$ cat src/hw/status_event_pkg.sv
// Constants for the status event summary block: register selects, bit layouts, reset values.
// Assumes a single synchronous clock domain.
package status_event_pkg;
   localparam int REG_W         = 16;
   localparam int PHASE_N       = 3;
   localparam int PHASE_W       = 2;
   localparam int SEL_W         = 4;
   // Register selects for the query port
   localparam logic [3:0] SEL_RUN_EVENT     = 4'h0;
   localparam logic [3:0] SEL_RUN_LIVE      = 4'h1;
   localparam logic [3:0] SEL_RUN_MASK      = 4'h2;
   localparam logic [3:0] SEL_FAULT_EVENT   = 4'h3;
   localparam logic [3:0] SEL_FAULT_LIVE    = 4'h4;
   localparam logic [3:0] SEL_FAULT_MASK    = 4'h5;
   localparam logic [3:0] SEL_PHASE_EVENT   = 4'h6;
   localparam logic [3:0] SEL_PHASE_LIVE    = 4'h7;
   localparam logic [3:0] SEL_PHASE_MASK    = 4'h8;
   // Operation bit positions
   localparam int BIT_TRIM_DONE             = 0;
   localparam int BIT_STEP_SEQUENCE_DONE    = 3;
   localparam int BIT_ACQUISITION_DONE      = 4;
   // Questionable bit positions
   localparam int BIT_VOLTAGE_FAULT         = 0;
   localparam int BIT_OVERCURRENT_TRIP      = 1;
   localparam int BIT_THERMAL_TRIP          = 3;
   localparam int BIT_REMOTE_INHIBIT        = 9;
   localparam int BIT_CURRENT_LIMIT_ACTIVE  = 12;
   localparam logic [15:0] RUN_USED_MASK    = 16'h0019;
   localparam logic [15:0] FAULT_USED_MASK  = 16'h120B;
   localparam logic [15:0] MASK_RESET       = 16'h0000;
   localparam logic [15:0] EVENT_RESET      = 16'h0000;
   // Status byte position of the questionable summary
   localparam int STB_FAULT_BIT             = 3;
endpackage

$ cat src/hw/status_event_summary.sv
// Status event summary: operation, questionable and per-phase questionable register groups.
// Assumes condition sources are synchronous to clk; query port is one access per cycle.
//
// Overview of operation
// - Four status groups exist; standard event group is kept outside this block.
// - Operation, questionable and per-phase groups each have condition, mask, event.
// - Operation bit 0 reports trim cycle finished.
// - Operation bit 3 reports triggered transient sequence finished.
// - Operation bit 4 reports acquisition finished; other operation bits unused.
// - Operation event register is read-only and latches events until cleared.
// - Reading operation event returns contents, then clears all bits except those whose condition is live.
// - Operation condition register shows live unlatched source state.
// - Operation summary is OR of masked operation event bits.
// - Operation mask is read/write, resets to zero.
// - Questionable bit 0 reports voltage protection tripped.
// - Questionable bit 1 reports overcurrent protection tripped.
// - Questionable bit 3 reports over-temperature protection tripped.
// - Questionable bit 9 reports remote inhibit active.
// - Questionable bit 12 reports rms current limit; other bits unused.
// - Each phase has its own register set; access goes to the selected phase.
// - Reading questionable event returns contents, then clears all bits except those whose condition is live.
// - Questionable summary, status byte bit 3, is OR of masked events.
`timescale 1ns/1ns
`default_nettype none
module status_event_summary
   import status_event_pkg::*;
(
   // Clock and reset
   input  wire logic                clk,
   input  wire logic                srst,
   // Operation sources
   input  wire logic                trim_done,
   input  wire logic                step_sequence_done,
   input  wire logic                acquisition_done,
   // Questionable sources, one per phase
   input  wire logic [PHASE_N-1:0]  voltage_fault,
   input  wire logic [PHASE_N-1:0]  overcurrent_trip,
   input  wire logic [PHASE_N-1:0]  thermal_trip,
   input  wire logic [PHASE_N-1:0]  remote_inhibit,
   input  wire logic [PHASE_N-1:0]  current_limit_active,
   // Query port
   input  wire logic [PHASE_W-1:0]  phase_select,
   input  wire logic [SEL_W-1:0]    reg_select,
   input  wire logic                reg_read,
   input  wire logic                reg_write,
   input  wire logic [REG_W-1:0]    reg_wdata,
   output logic      [REG_W-1:0]    reg_rdata,
   output logic                     reg_rvalid,
   // Summary bits
   output logic                     run_summary,
   output logic                     fault_summary,
   output logic [7:0]               status_byte
);

   logic [REG_W-1:0] run_live_state;
   logic [REG_W-1:0] run_event_latch;
   logic [REG_W-1:0] run_event_mask;
   logic [REG_W-1:0] fault_live_state;
   logic [REG_W-1:0] fault_event_latch;
   logic [REG_W-1:0] fault_event_mask;
   logic [REG_W-1:0] phase_live    [PHASE_N];
   logic [REG_W-1:0] phase_event   [PHASE_N];
   logic [REG_W-1:0] phase_mask    [PHASE_N];
   logic [REG_W-1:0] run_cond_now;
   logic [REG_W-1:0] phase_cond_now [PHASE_N];
   logic [REG_W-1:0] fault_cond_now;
   logic [REG_W-1:0] next_rdata;
   logic             phase_ok;

   // Place per-phase questionable sources into the register layout
   function automatic logic [REG_W-1:0] fault_word(input logic vf, input logic oc, input logic ot,
                                                   input logic ri, input logic cl);
      logic [REG_W-1:0] w;
      w = '0;
      w[BIT_VOLTAGE_FAULT]        = vf;
      w[BIT_OVERCURRENT_TRIP]     = oc;
      w[BIT_THERMAL_TRIP]         = ot;
      w[BIT_REMOTE_INHIBIT]       = ri;
      w[BIT_CURRENT_LIMIT_ACTIVE] = cl;
      return w;
   endfunction

   // Latching event update: new events win over the clear
   function automatic logic [REG_W-1:0] event_next(input logic [REG_W-1:0] cur, input logic [REG_W-1:0] cond,
                                                   input logic clr, input logic [REG_W-1:0] used);
      return ((clr ? '0 : cur) | cond) & used;
   endfunction

   // Summary of the enabled event bits of one group
   function automatic logic masked_any(input logic [REG_W-1:0] ev, input logic [REG_W-1:0] en);
      return |(ev & en);
   endfunction

   // Status byte carries only the questionable summary
   function automatic logic [7:0] stb_word(input logic fault_on);
      logic [7:0] b;
      b = 8'h00;
      b[STB_FAULT_BIT] = fault_on;
      return b;
   endfunction

   always_comb
   begin
      run_cond_now = '0;
      run_cond_now[BIT_TRIM_DONE]          = trim_done;
      run_cond_now[BIT_STEP_SEQUENCE_DONE] = step_sequence_done;
      run_cond_now[BIT_ACQUISITION_DONE]   = acquisition_done;
      fault_cond_now = '0;
      for (int p = 0; p < PHASE_N; p++)
      begin
         phase_cond_now[p] = fault_word(voltage_fault[p], overcurrent_trip[p], thermal_trip[p],
                                        remote_inhibit[p], current_limit_active[p]);
         fault_cond_now    = fault_cond_now | phase_cond_now[p];
      end
   end

   assign phase_ok = (phase_select < PHASE_W'(PHASE_N));

   // Live condition registers
   always_ff @(posedge clk)
   begin
      if (srst)
      begin
         run_live_state   <= '0;
         fault_live_state <= '0;
         for (int p = 0; p < PHASE_N; p++)
            phase_live[p] <= '0;
      end
      else
      begin
         run_live_state   <= run_cond_now;
         fault_live_state <= fault_cond_now;
         for (int p = 0; p < PHASE_N; p++)
            phase_live[p] <= phase_cond_now[p];
      end
   end

   // Event latches with clear on read
   always_ff @(posedge clk)
   begin
      if (srst)
      begin
         run_event_latch   <= EVENT_RESET;
         fault_event_latch <= EVENT_RESET;
         for (int p = 0; p < PHASE_N; p++)
            phase_event[p] <= EVENT_RESET;
      end
      else
      begin
         run_event_latch   <= event_next(run_event_latch, run_live_state,
                                         reg_read && reg_select == SEL_RUN_EVENT, RUN_USED_MASK);
         fault_event_latch <= event_next(fault_event_latch, fault_live_state,
                                         reg_read && reg_select == SEL_FAULT_EVENT, FAULT_USED_MASK);
         for (int p = 0; p < PHASE_N; p++)
            phase_event[p] <= event_next(phase_event[p], phase_live[p],
                                         reg_read && reg_select == SEL_PHASE_EVENT &&
                                         phase_select == PHASE_W'(p), FAULT_USED_MASK);
      end
   end

   // Enable masks
   always_ff @(posedge clk)
   begin
      if (srst)
      begin
         run_event_mask   <= MASK_RESET;
         fault_event_mask <= MASK_RESET;
         for (int p = 0; p < PHASE_N; p++)
            phase_mask[p] <= MASK_RESET;
      end
      else if (reg_write)
      begin
         if (reg_select == SEL_RUN_MASK)
            run_event_mask <= reg_wdata & RUN_USED_MASK;
         if (reg_select == SEL_FAULT_MASK)
            fault_event_mask <= reg_wdata & FAULT_USED_MASK;
         for (int p = 0; p < PHASE_N; p++)
            if (reg_select == SEL_PHASE_MASK && phase_select == PHASE_W'(p))
               phase_mask[p] <= reg_wdata & FAULT_USED_MASK;
      end
   end

   // Read mux
   always_comb
   begin
      next_rdata = '0;
      case (reg_select)
         SEL_RUN_EVENT   : next_rdata = run_event_latch;
         SEL_RUN_LIVE    : next_rdata = run_live_state;
         SEL_RUN_MASK    : next_rdata = run_event_mask;
         SEL_FAULT_EVENT : next_rdata = fault_event_latch;
         SEL_FAULT_LIVE  : next_rdata = fault_live_state;
         SEL_FAULT_MASK  : next_rdata = fault_event_mask;
         SEL_PHASE_EVENT : next_rdata = phase_ok ? phase_event[phase_select] : '0;
         SEL_PHASE_LIVE  : next_rdata = phase_ok ? phase_live[phase_select] : '0;
         SEL_PHASE_MASK  : next_rdata = phase_ok ? phase_mask[phase_select] : '0;
         default         : next_rdata = '0;
      endcase
   end

   always_ff @(posedge clk)
   begin
      if (srst)
      begin
         reg_rdata  <= '0;
         reg_rvalid <= 1'b0;
      end
      else
      begin
         reg_rvalid <= reg_read;
         if (reg_read)
            reg_rdata <= next_rdata;
      end
   end

   // Summary bits from current latched events and masks
   always_ff @(posedge clk)
   begin
      if (srst)
      begin
         run_summary   <= 1'b0;
         fault_summary <= 1'b0;
         status_byte   <= 8'h00;
      end
      else
      begin
         run_summary   <= masked_any(run_event_latch, run_event_mask);
         fault_summary <= masked_any(fault_event_latch, fault_event_mask);
         status_byte   <= stb_word(masked_any(fault_event_latch, fault_event_mask));
      end
   end

   // Checks
   trim_latch_a: assert property (@(posedge clk) disable iff (srst)
      run_live_state[BIT_TRIM_DONE] |=> run_event_latch[BIT_TRIM_DONE])
      else $error("trim event not latched");
   event_hold_a: assert property (@(posedge clk) disable iff (srst)
      run_event_latch[BIT_ACQUISITION_DONE] && !(reg_read && reg_select == SEL_RUN_EVENT)
      |=> run_event_latch[BIT_ACQUISITION_DONE])
      else $error("operation event lost without read");
   read_clear_a: assert property (@(posedge clk) disable iff (srst)
      reg_read && reg_select == SEL_RUN_EVENT |=> run_event_latch == $past(run_live_state)
      && reg_rdata == $past(run_event_latch))
      else $error("operation event read did not clear");
   set_wins_a: assert property (@(posedge clk) disable iff (srst)
      reg_read && reg_select == SEL_FAULT_EVENT && fault_live_state[BIT_THERMAL_TRIP]
      |=> fault_event_latch[BIT_THERMAL_TRIP])
      else $error("event lost on clearing read");
   live_cond_a: assert property (@(posedge clk) disable iff (srst)
      ##1 run_live_state[BIT_STEP_SEQUENCE_DONE] == $past(step_sequence_done))
      else $error("operation condition not live");
   run_sum_a: assert property (@(posedge clk) disable iff (srst)
      ##1 run_summary == |($past(run_event_latch) & $past(run_event_mask)))
      else $error("operation summary wrong");
   fault_sum_a: assert property (@(posedge clk) disable iff (srst)
      ##1 status_byte[STB_FAULT_BIT] == |($past(fault_event_latch) & $past(fault_event_mask)))
      else $error("questionable summary wrong");
   unused_zero_a: assert property (@(posedge clk) disable iff (srst)
      ((run_event_latch | run_event_mask) & ~RUN_USED_MASK) == '0
      && ((fault_event_latch | fault_event_mask) & ~FAULT_USED_MASK) == '0)
      else $error("unused bit set");
   mask_write_a: assert property (@(posedge clk) disable iff (srst)
      reg_write && reg_select == SEL_RUN_MASK |=> run_event_mask == ($past(reg_wdata) & RUN_USED_MASK))
      else $error("operation mask write failed");
   inhibit_a: assert property (@(posedge clk) disable iff (srst)
      remote_inhibit[0] |=> ##1 fault_event_latch[BIT_REMOTE_INHIBIT])
      else $error("remote inhibit not latched");
   fault_clear_a: assert property (@(posedge clk) disable iff (srst)
      reg_read && reg_select == SEL_FAULT_EVENT |=> fault_event_latch == $past(fault_live_state)
      && reg_rdata == $past(fault_event_latch))
      else $error("questionable event read did not clear");
   phase_clear_a: assert property (@(posedge clk) disable iff (srst)
      reg_read && reg_select == SEL_PHASE_EVENT && phase_select == 2'h1
      |=> phase_event[1] == $past(phase_live[1]) && reg_rdata == $past(phase_event[1]))
      else $error("phase event read did not clear");
   rvalid_pulse_a: assert property (@(posedge clk) disable iff (srst)
      ##1 reg_rvalid == $past(reg_read))
      else $error("read answer not one cycle after request");
   rdata_hold_a: assert property (@(posedge clk) disable iff (srst)
      !reg_read |=> $stable(reg_rdata))
      else $error("read data changed without read");
   live_read_a: assert property (@(posedge clk) disable iff (srst)
      reg_read && reg_select == SEL_RUN_LIVE |=> reg_rdata == $past(run_live_state))
      else $error("operation condition read wrong");
   mask_read_a: assert property (@(posedge clk) disable iff (srst)
      reg_read && reg_select == SEL_RUN_MASK |=> reg_rdata == $past(run_event_mask))
      else $error("operation mask read wrong");
   fault_mask_a: assert property (@(posedge clk) disable iff (srst)
      reg_write && reg_select == SEL_FAULT_MASK |=> fault_event_mask == ($past(reg_wdata) & FAULT_USED_MASK))
      else $error("questionable mask write failed");
   mask_keep_a: assert property (@(posedge clk) disable iff (srst)
      reg_write && reg_select != SEL_RUN_MASK |=> $stable(run_event_mask))
      else $error("operation mask changed by other write");
   phase_mask_a: assert property (@(posedge clk) disable iff (srst)
      reg_write && reg_select == SEL_PHASE_MASK && phase_select == 2'h1 |=> phase_mask[1] == ($past(reg_wdata) & FAULT_USED_MASK))
      else $error("phase mask write failed");
   phase_isolate_a: assert property (@(posedge clk) disable iff (srst)
      reg_write && reg_select == SEL_PHASE_MASK && phase_select != 2'h0 |=> $stable(phase_mask[0]))
      else $error("phase mask written for other phase");
   bad_phase_a: assert property (@(posedge clk) disable iff (srst)
      reg_read && phase_select == 2'h3 && reg_select >= SEL_PHASE_EVENT && reg_select <= SEL_PHASE_MASK |=> reg_rdata == '0)
      else $error("invalid phase read not zero");
   bad_sel_a: assert property (@(posedge clk) disable iff (srst)
      reg_read && reg_select > SEL_PHASE_MASK |=> reg_rdata == '0)
      else $error("unused select read not zero");
   stb_spare_a: assert property (@(posedge clk) disable iff (srst)
      fault_summary == status_byte[STB_FAULT_BIT] && (status_byte & ~(8'h01 << STB_FAULT_BIT)) == 8'h00)
      else $error("status byte layout wrong");
   fault_sum_lvl_a: assert property (@(posedge clk) disable iff (srst)
      ##1 fault_summary == |($past(fault_event_latch) & $past(fault_event_mask)))
      else $error("questionable summary level wrong");
   fault_hold_a: assert property (@(posedge clk) disable iff (srst)
      fault_event_latch[BIT_VOLTAGE_FAULT] && !(reg_read && reg_select == SEL_FAULT_EVENT) |=> fault_event_latch[BIT_VOLTAGE_FAULT])
      else $error("questionable event lost without read");
   phase_latch_a: assert property (@(posedge clk) disable iff (srst)
      phase_live[2][BIT_OVERCURRENT_TRIP] |=> phase_event[2][BIT_OVERCURRENT_TRIP])
      else $error("phase event not latched");
   fault_or_a: assert property (@(posedge clk) disable iff (srst)
      fault_live_state == (phase_live[0] | phase_live[1] | phase_live[2]))
      else $error("questionable condition not OR of phases");
   step_latch_a: assert property (@(posedge clk) disable iff (srst)
      run_live_state[BIT_STEP_SEQUENCE_DONE] |=> run_event_latch[BIT_STEP_SEQUENCE_DONE])
      else $error("sequence event not latched");
   trim_live_a: assert property (@(posedge clk) disable iff (srst)
      ##1 run_live_state[BIT_TRIM_DONE] == $past(trim_done))
      else $error("trim condition wrong");
   acq_live_a: assert property (@(posedge clk) disable iff (srst)
      ##1 run_live_state[BIT_ACQUISITION_DONE] == $past(acquisition_done))
      else $error("acquisition condition wrong");
   volt_live_a: assert property (@(posedge clk) disable iff (srst)
      ##1 fault_live_state[BIT_VOLTAGE_FAULT] == $past(|voltage_fault))
      else $error("voltage fault condition wrong");
   oc_live_a: assert property (@(posedge clk) disable iff (srst)
      ##1 fault_live_state[BIT_OVERCURRENT_TRIP] == $past(|overcurrent_trip))
      else $error("overcurrent condition wrong");
   thermal_live_a: assert property (@(posedge clk) disable iff (srst)
      ##1 fault_live_state[BIT_THERMAL_TRIP] == $past(|thermal_trip))
      else $error("thermal condition wrong");
   limit_live_a: assert property (@(posedge clk) disable iff (srst)
      ##1 fault_live_state[BIT_CURRENT_LIMIT_ACTIVE] == $past(|current_limit_active))
      else $error("current limit condition wrong");
   reset_value_a: assert property (@(posedge clk)
      srst |=> run_event_mask == MASK_RESET && fault_event_mask == MASK_RESET && run_event_latch == EVENT_RESET
      && fault_event_latch == EVENT_RESET && !reg_rvalid && !run_summary && status_byte == 8'h00)
      else $error("reset values wrong");

   run_read_c: cover property (@(posedge clk) disable iff (srst)
      run_event_latch != '0 ##1 reg_read && reg_select == SEL_RUN_EVENT);
   fault_sum_c: cover property (@(posedge clk) disable iff (srst) $rose(fault_summary));
   phase_read_c: cover property (@(posedge clk) disable iff (srst)
      reg_read && reg_select == SEL_PHASE_EVENT && phase_select == 2'h2 && phase_event[2] != '0);
   set_wins_c: cover property (@(posedge clk) disable iff (srst)
      reg_read && reg_select == SEL_FAULT_EVENT && fault_live_state != '0);
   bad_phase_c: cover property (@(posedge clk) disable iff (srst)
      reg_read && reg_select == SEL_PHASE_MASK && phase_select == 2'h3);

endmodule
`default_nettype wire

$ cat config.mk
export PLATFORM = sky130hd
export DESIGN_NAME = status_event_summary
export DESIGN_NICKNAME = d
export VERILOG_FILES = /design/src/hw/status_event_pkg.sv /design/src/hw/status_event_summary.sv
export SDC_FILE = /design/constraint.sdc
export NUM_CORES = 1
export LEC_CHECK = 0
export ABC_AREA = 0
export BUFFER_PORTS_ARGS = -buffer_cell sky130_fd_sc_hd__buf_2
export CELL_PAD_IN_SITES_DETAIL_PLACEMENT = 1
export CELL_PAD_IN_SITES_GLOBAL_PLACEMENT = 2
export CORE_MARGIN = 2
export CORE_UTILIZATION = 37
export CTS_BUF_LIST = sky130_fd_sc_hd__clkbuf_2
export DETAILED_ROUTE_END_ITERATION = 7
export GPL_ROUTABILITY_DRIVEN = 0
export HOLD_SLACK_MARGIN = 0.02
export PLACE_DENSITY_LB_ADDON = 0.1
export SLEW_MARGIN = 40
export SYNTH_ARGS = -nofsm -noshare
export SYNTH_HDL_FRONTEND = slang
export SYNTH_SLANG_ARGS = --single-unit
$ cat constraint.sdc
create_clock -name clk -period 2.3 [get_ports clk]
set_input_delay 0.23 -clock clk [delete_from_list [all_inputs] [get_ports clk]]
set_output_delay 0.23 -clock clk [all_outputs]
set_load 0.01 [all_outputs]
==> summary.md <==
| Metric | Value |
|---|---|
| Status | `finished, final reports clean` |
| DP HPWL | `6.34 mm` |
| Grt ovf | `0` |
| Simple-Gate Fraction of Synth Area | `18.9%` |
| Post-synthesis xor/xnor area fraction | `0%` |
| Class of the worst hold path | `in -> reg` |
| Non-filler instance count after layout | `521` |
| Crit path launch type | `flop` |
| Least-Margin Pin Slew | `0.528 ns` |
| Initial Util | `38.4%` |
| Seq cells post-synth | `78` |
| Syn Inst Count | `342` |
| Crit Path Class | `reg -> reg` |
| Worst R2R Start | `phase_mask[1][3]` |
| Arr. time, crit path | `1.87 ns` |
| Hold Fails Final Rpt | `0` |
| Sequential share of the synthesized area | `50.9%` |
| WP depth | `5` |
| Post-Route Setup TNS | `0 ns` |
| Core ar. | `0.00876 mm²` |
| CP delay by family, top | `multiplexers` |
| Post-place instance area | `0.00358 mm²` |
| Buf+Inv Stages, Crit Path | `0` |
| CP Capture Type | `flop` |
| Routed WL | `8.70 mm` |
| Die ar. | `0.00988 mm²` |
| Pre-Repair DR Iteration Count | `4` |
| Vias/cell | `5.12` |
| H-Tree Depth | `3` |
| Slew headroom | `64.8%` |
| Max Cap Viol | `0` |
| Post-CTS Setup Bufs | `0` |
| Syn. warnings | `0` |
| EDFF count, synth | `15` |
| Clk sink count | `78` |
| Most common library cells after synthesis | `dfxtp_1, nor2_1, a21oi_1, nor2b_1` |
| Synth top area share | `37.5%` |
| Crit-path max FO | `1` |
| Vias | `2,665` |
| Global Route Usage Sum | `18.8%` |
| P per Cell Area | `643 mW/mm²` |
| Nets | `452` |
| CTS tree | `yes` |
| Post-Synth Adder-Cell Area | `0%` |
| CP cell instances | `mux2_2 > mux2i_1 > o22ai_1 > a21oi_1 > o21ai_1` |
| RSZ-0062 raised after global routing | `no` |
| Critical Path Slowest Stage Cell | `edfxtp_1` |
| Ys async rst share | `0%` |
| Cell with the most instances after synthesis | `dfxtp_1` |
| Hold_sp | `reg_read` |
| # rows | `34` |
| I/O Buffers | `43` |
| Mux contribution to synthesized area | `7.96%` |
| Synth Flop Type | `dfxtp_1` |
| Cell area after layout | `0.00394 mm²` |
| Dpl cells | `480` |
| Length in cells of the worst reg-to-reg path | `5` |
| Setup violators final | `0` |
| Initial antenna violation count | `0` |
| Vias in the first global route | `2,750` |
| Largest family of logic cells by synthesized area | `simple AND/OR/NAND/NOR gates` |
| Min Tclk post-route | `1.44 ns` |
| Yosys cell types | `46` |
| I/O Pins | `71` |
| WHS Path Cells | `3` |
| Clk slew on worst S/H paths | `0.21 ns` |
| Clk buf depth | `2` |
| Area leader, netlist | `dfxtp_1` |
| Largest cells by area after synthesis | `dfxtp_1, edfxtp_1, mux2i_1` |
| Fmax achieved | `0.695 GHz` |
| Share of cells above drive strength 1 | `19.1%` |
| VDD IR-drop max | `0.291 mV` |
| Syn Std Cell Area | `0.00337 mm²` |
| First-pass GRT wire length | `14.3 mm` |
| CTS Buf Count | `9` |
| Fill count | `1,032` |
| Initial DRC Count | `89` |
| Largest net degree at the start of global routing | `46` |
| Clock skew | `0.0131 ns` |
| Antenna cells | `0` |
| LEAKAGE | `1.60 nW` |
| Clk_lat worst skew | `0.53 ns` |
| Ratio of final minimum period to clock period | `62.6%` |
| CTS Root Cell | `clkbuf_2` |
| Worst setup path startpoint | `phase_mask[1][3]` |
| Worst EP required | `2.73 ns` |
| Area Overhead vs Synth | `17.0%` |
| R2R Setup Slk | `0.86 ns` |
| Max Transition Viols Final | `0` |
| Chip Width | `99.4 µm` |
| Routed length per instance | `16.7 µm` |
| Critical Path Max Stage Delay | `0.42 ns` |
| Syn_area_per_cell | `9.84 µm²` |
| Drt drc | `0` |
| Antenna-violating nets left | `0` |
| Synth Area in Compound Gates | `14.5%` |
| Die H | `99.4 µm` |
[metrics by stage]
stage	worst slack, ns	hold slack [ns]	total power [mW]	utilization [%]
6_report	0.861	0.0951	2.53	44.9
3_3_place_gp	0.476	0.441	1.80	40.8
3_5_place_dp	0.459	0.445	1.81	40.8
5_1_grt	0.744	0.0557	2.66	44.9
2_1_floorplan	0.645	0.309	1.73	-
4_1_cts	0.820	0.0362	2.57	44.9
[placed cells by master (no fill, tap or decap), types with 2 or more instances in the layout]
cell           instances
clkinv_2               3
or3_1                  5
edfxtp_1              15
o221ai_1               2
buf_2                 43
a211oi_1               3
nand4_1                5
dlygate4sd3_1         25
buf_4                  6
o31ai_1                7
conb_1                17
nand2b_1               2
and2_1                 6
nor2_1                39
clkbuf_2               9
and2b_1                2
o21ai_0               15
a222oi_1               2
nor2b_1               23
nand2_1               20
dfxtp_1               63
mux2i_1               20
o22ai_1                2
mux2_2                 6
inv_1                  4
a22oi_1                9
nand3_1                4
a21oi_1               34
[area by class of cell]
cell class	instances	area, µm²	area share [%]
multi-input cells	241	1460	37.0
clock buffers	9	45.0	1.14
repair buffers	74	510	13.0
inverters	4	15.0	0.381
flip-flops and latches	78	1710	43.5
clock inverters	7	65.1	1.65
well taps	108	135	3.43
[sequential cells by signal, indices dropped and copies added (netlist names)]
name               cells
fault_event_latch      5
phase_mask            15
phase_live            15
reg_rdata              6
run_event_mask         3
run_live_state         3
phase_event           15
run_event_latch        3
run_summary            1
reg_rvalid             1
status_byte            1
fault_live_state       5
fault_event_mask       5
[logic make-up (layout without fill, tap and decap cells)]
| kind of cell | count (synthesis) | count (layout) |
|---|---|---|
| simple gates | 118 | 118 |
| compound gates | 80 | 80 |
| flops | 78 | 78 |
| buf+inv | 39 | 94 |
| mux | 26 | 26 |
| other cells | 1 | 17 |
[where the power goes]
group	leakage (nW)	switching [mW]	internal, mW	total (mW)
combinational	0.865	0.166	0.134	0.300
clock	0.0691	0.481	0.243	0.725
sequential	0.664	0.0394	1.47	1.51
[layer usage]
| metal | vias to the layer above | track usage (%) | part of all wire (%) |
|---|---|---|---|
| li1 | 1308 | - | - |
| met1 | 1300 | 25.2 | 47 |
| met2 | 45 | 30.7 | 49 |
| met3 | 12 | 3.30 | 2.6 |
| met4 | 0 | 6.64 | 1.5 |
| met5 | - | 0 | 0 |
[final timing paths]
kind                                endpoint
worst max-delay path            reg_rdata[9]
worst min-delay path            reg_rdata[4]
worst max register to register  reg_rdata[9]
worst min register to register  reg_rdata[4]
[repair_timing]
action	in CTS	in global routing
gates resized for setup	0	0
hold buffers	25	0
hold endpoints to repair	27	0
setup endpoints to repair	0	0
[worst min-delay path, stage by stage]
cell and delay [ns]:
buf_2 0.19, nand3_1 0.10, a21oi_1 0.07
Power figures use the tool's default switching activity.
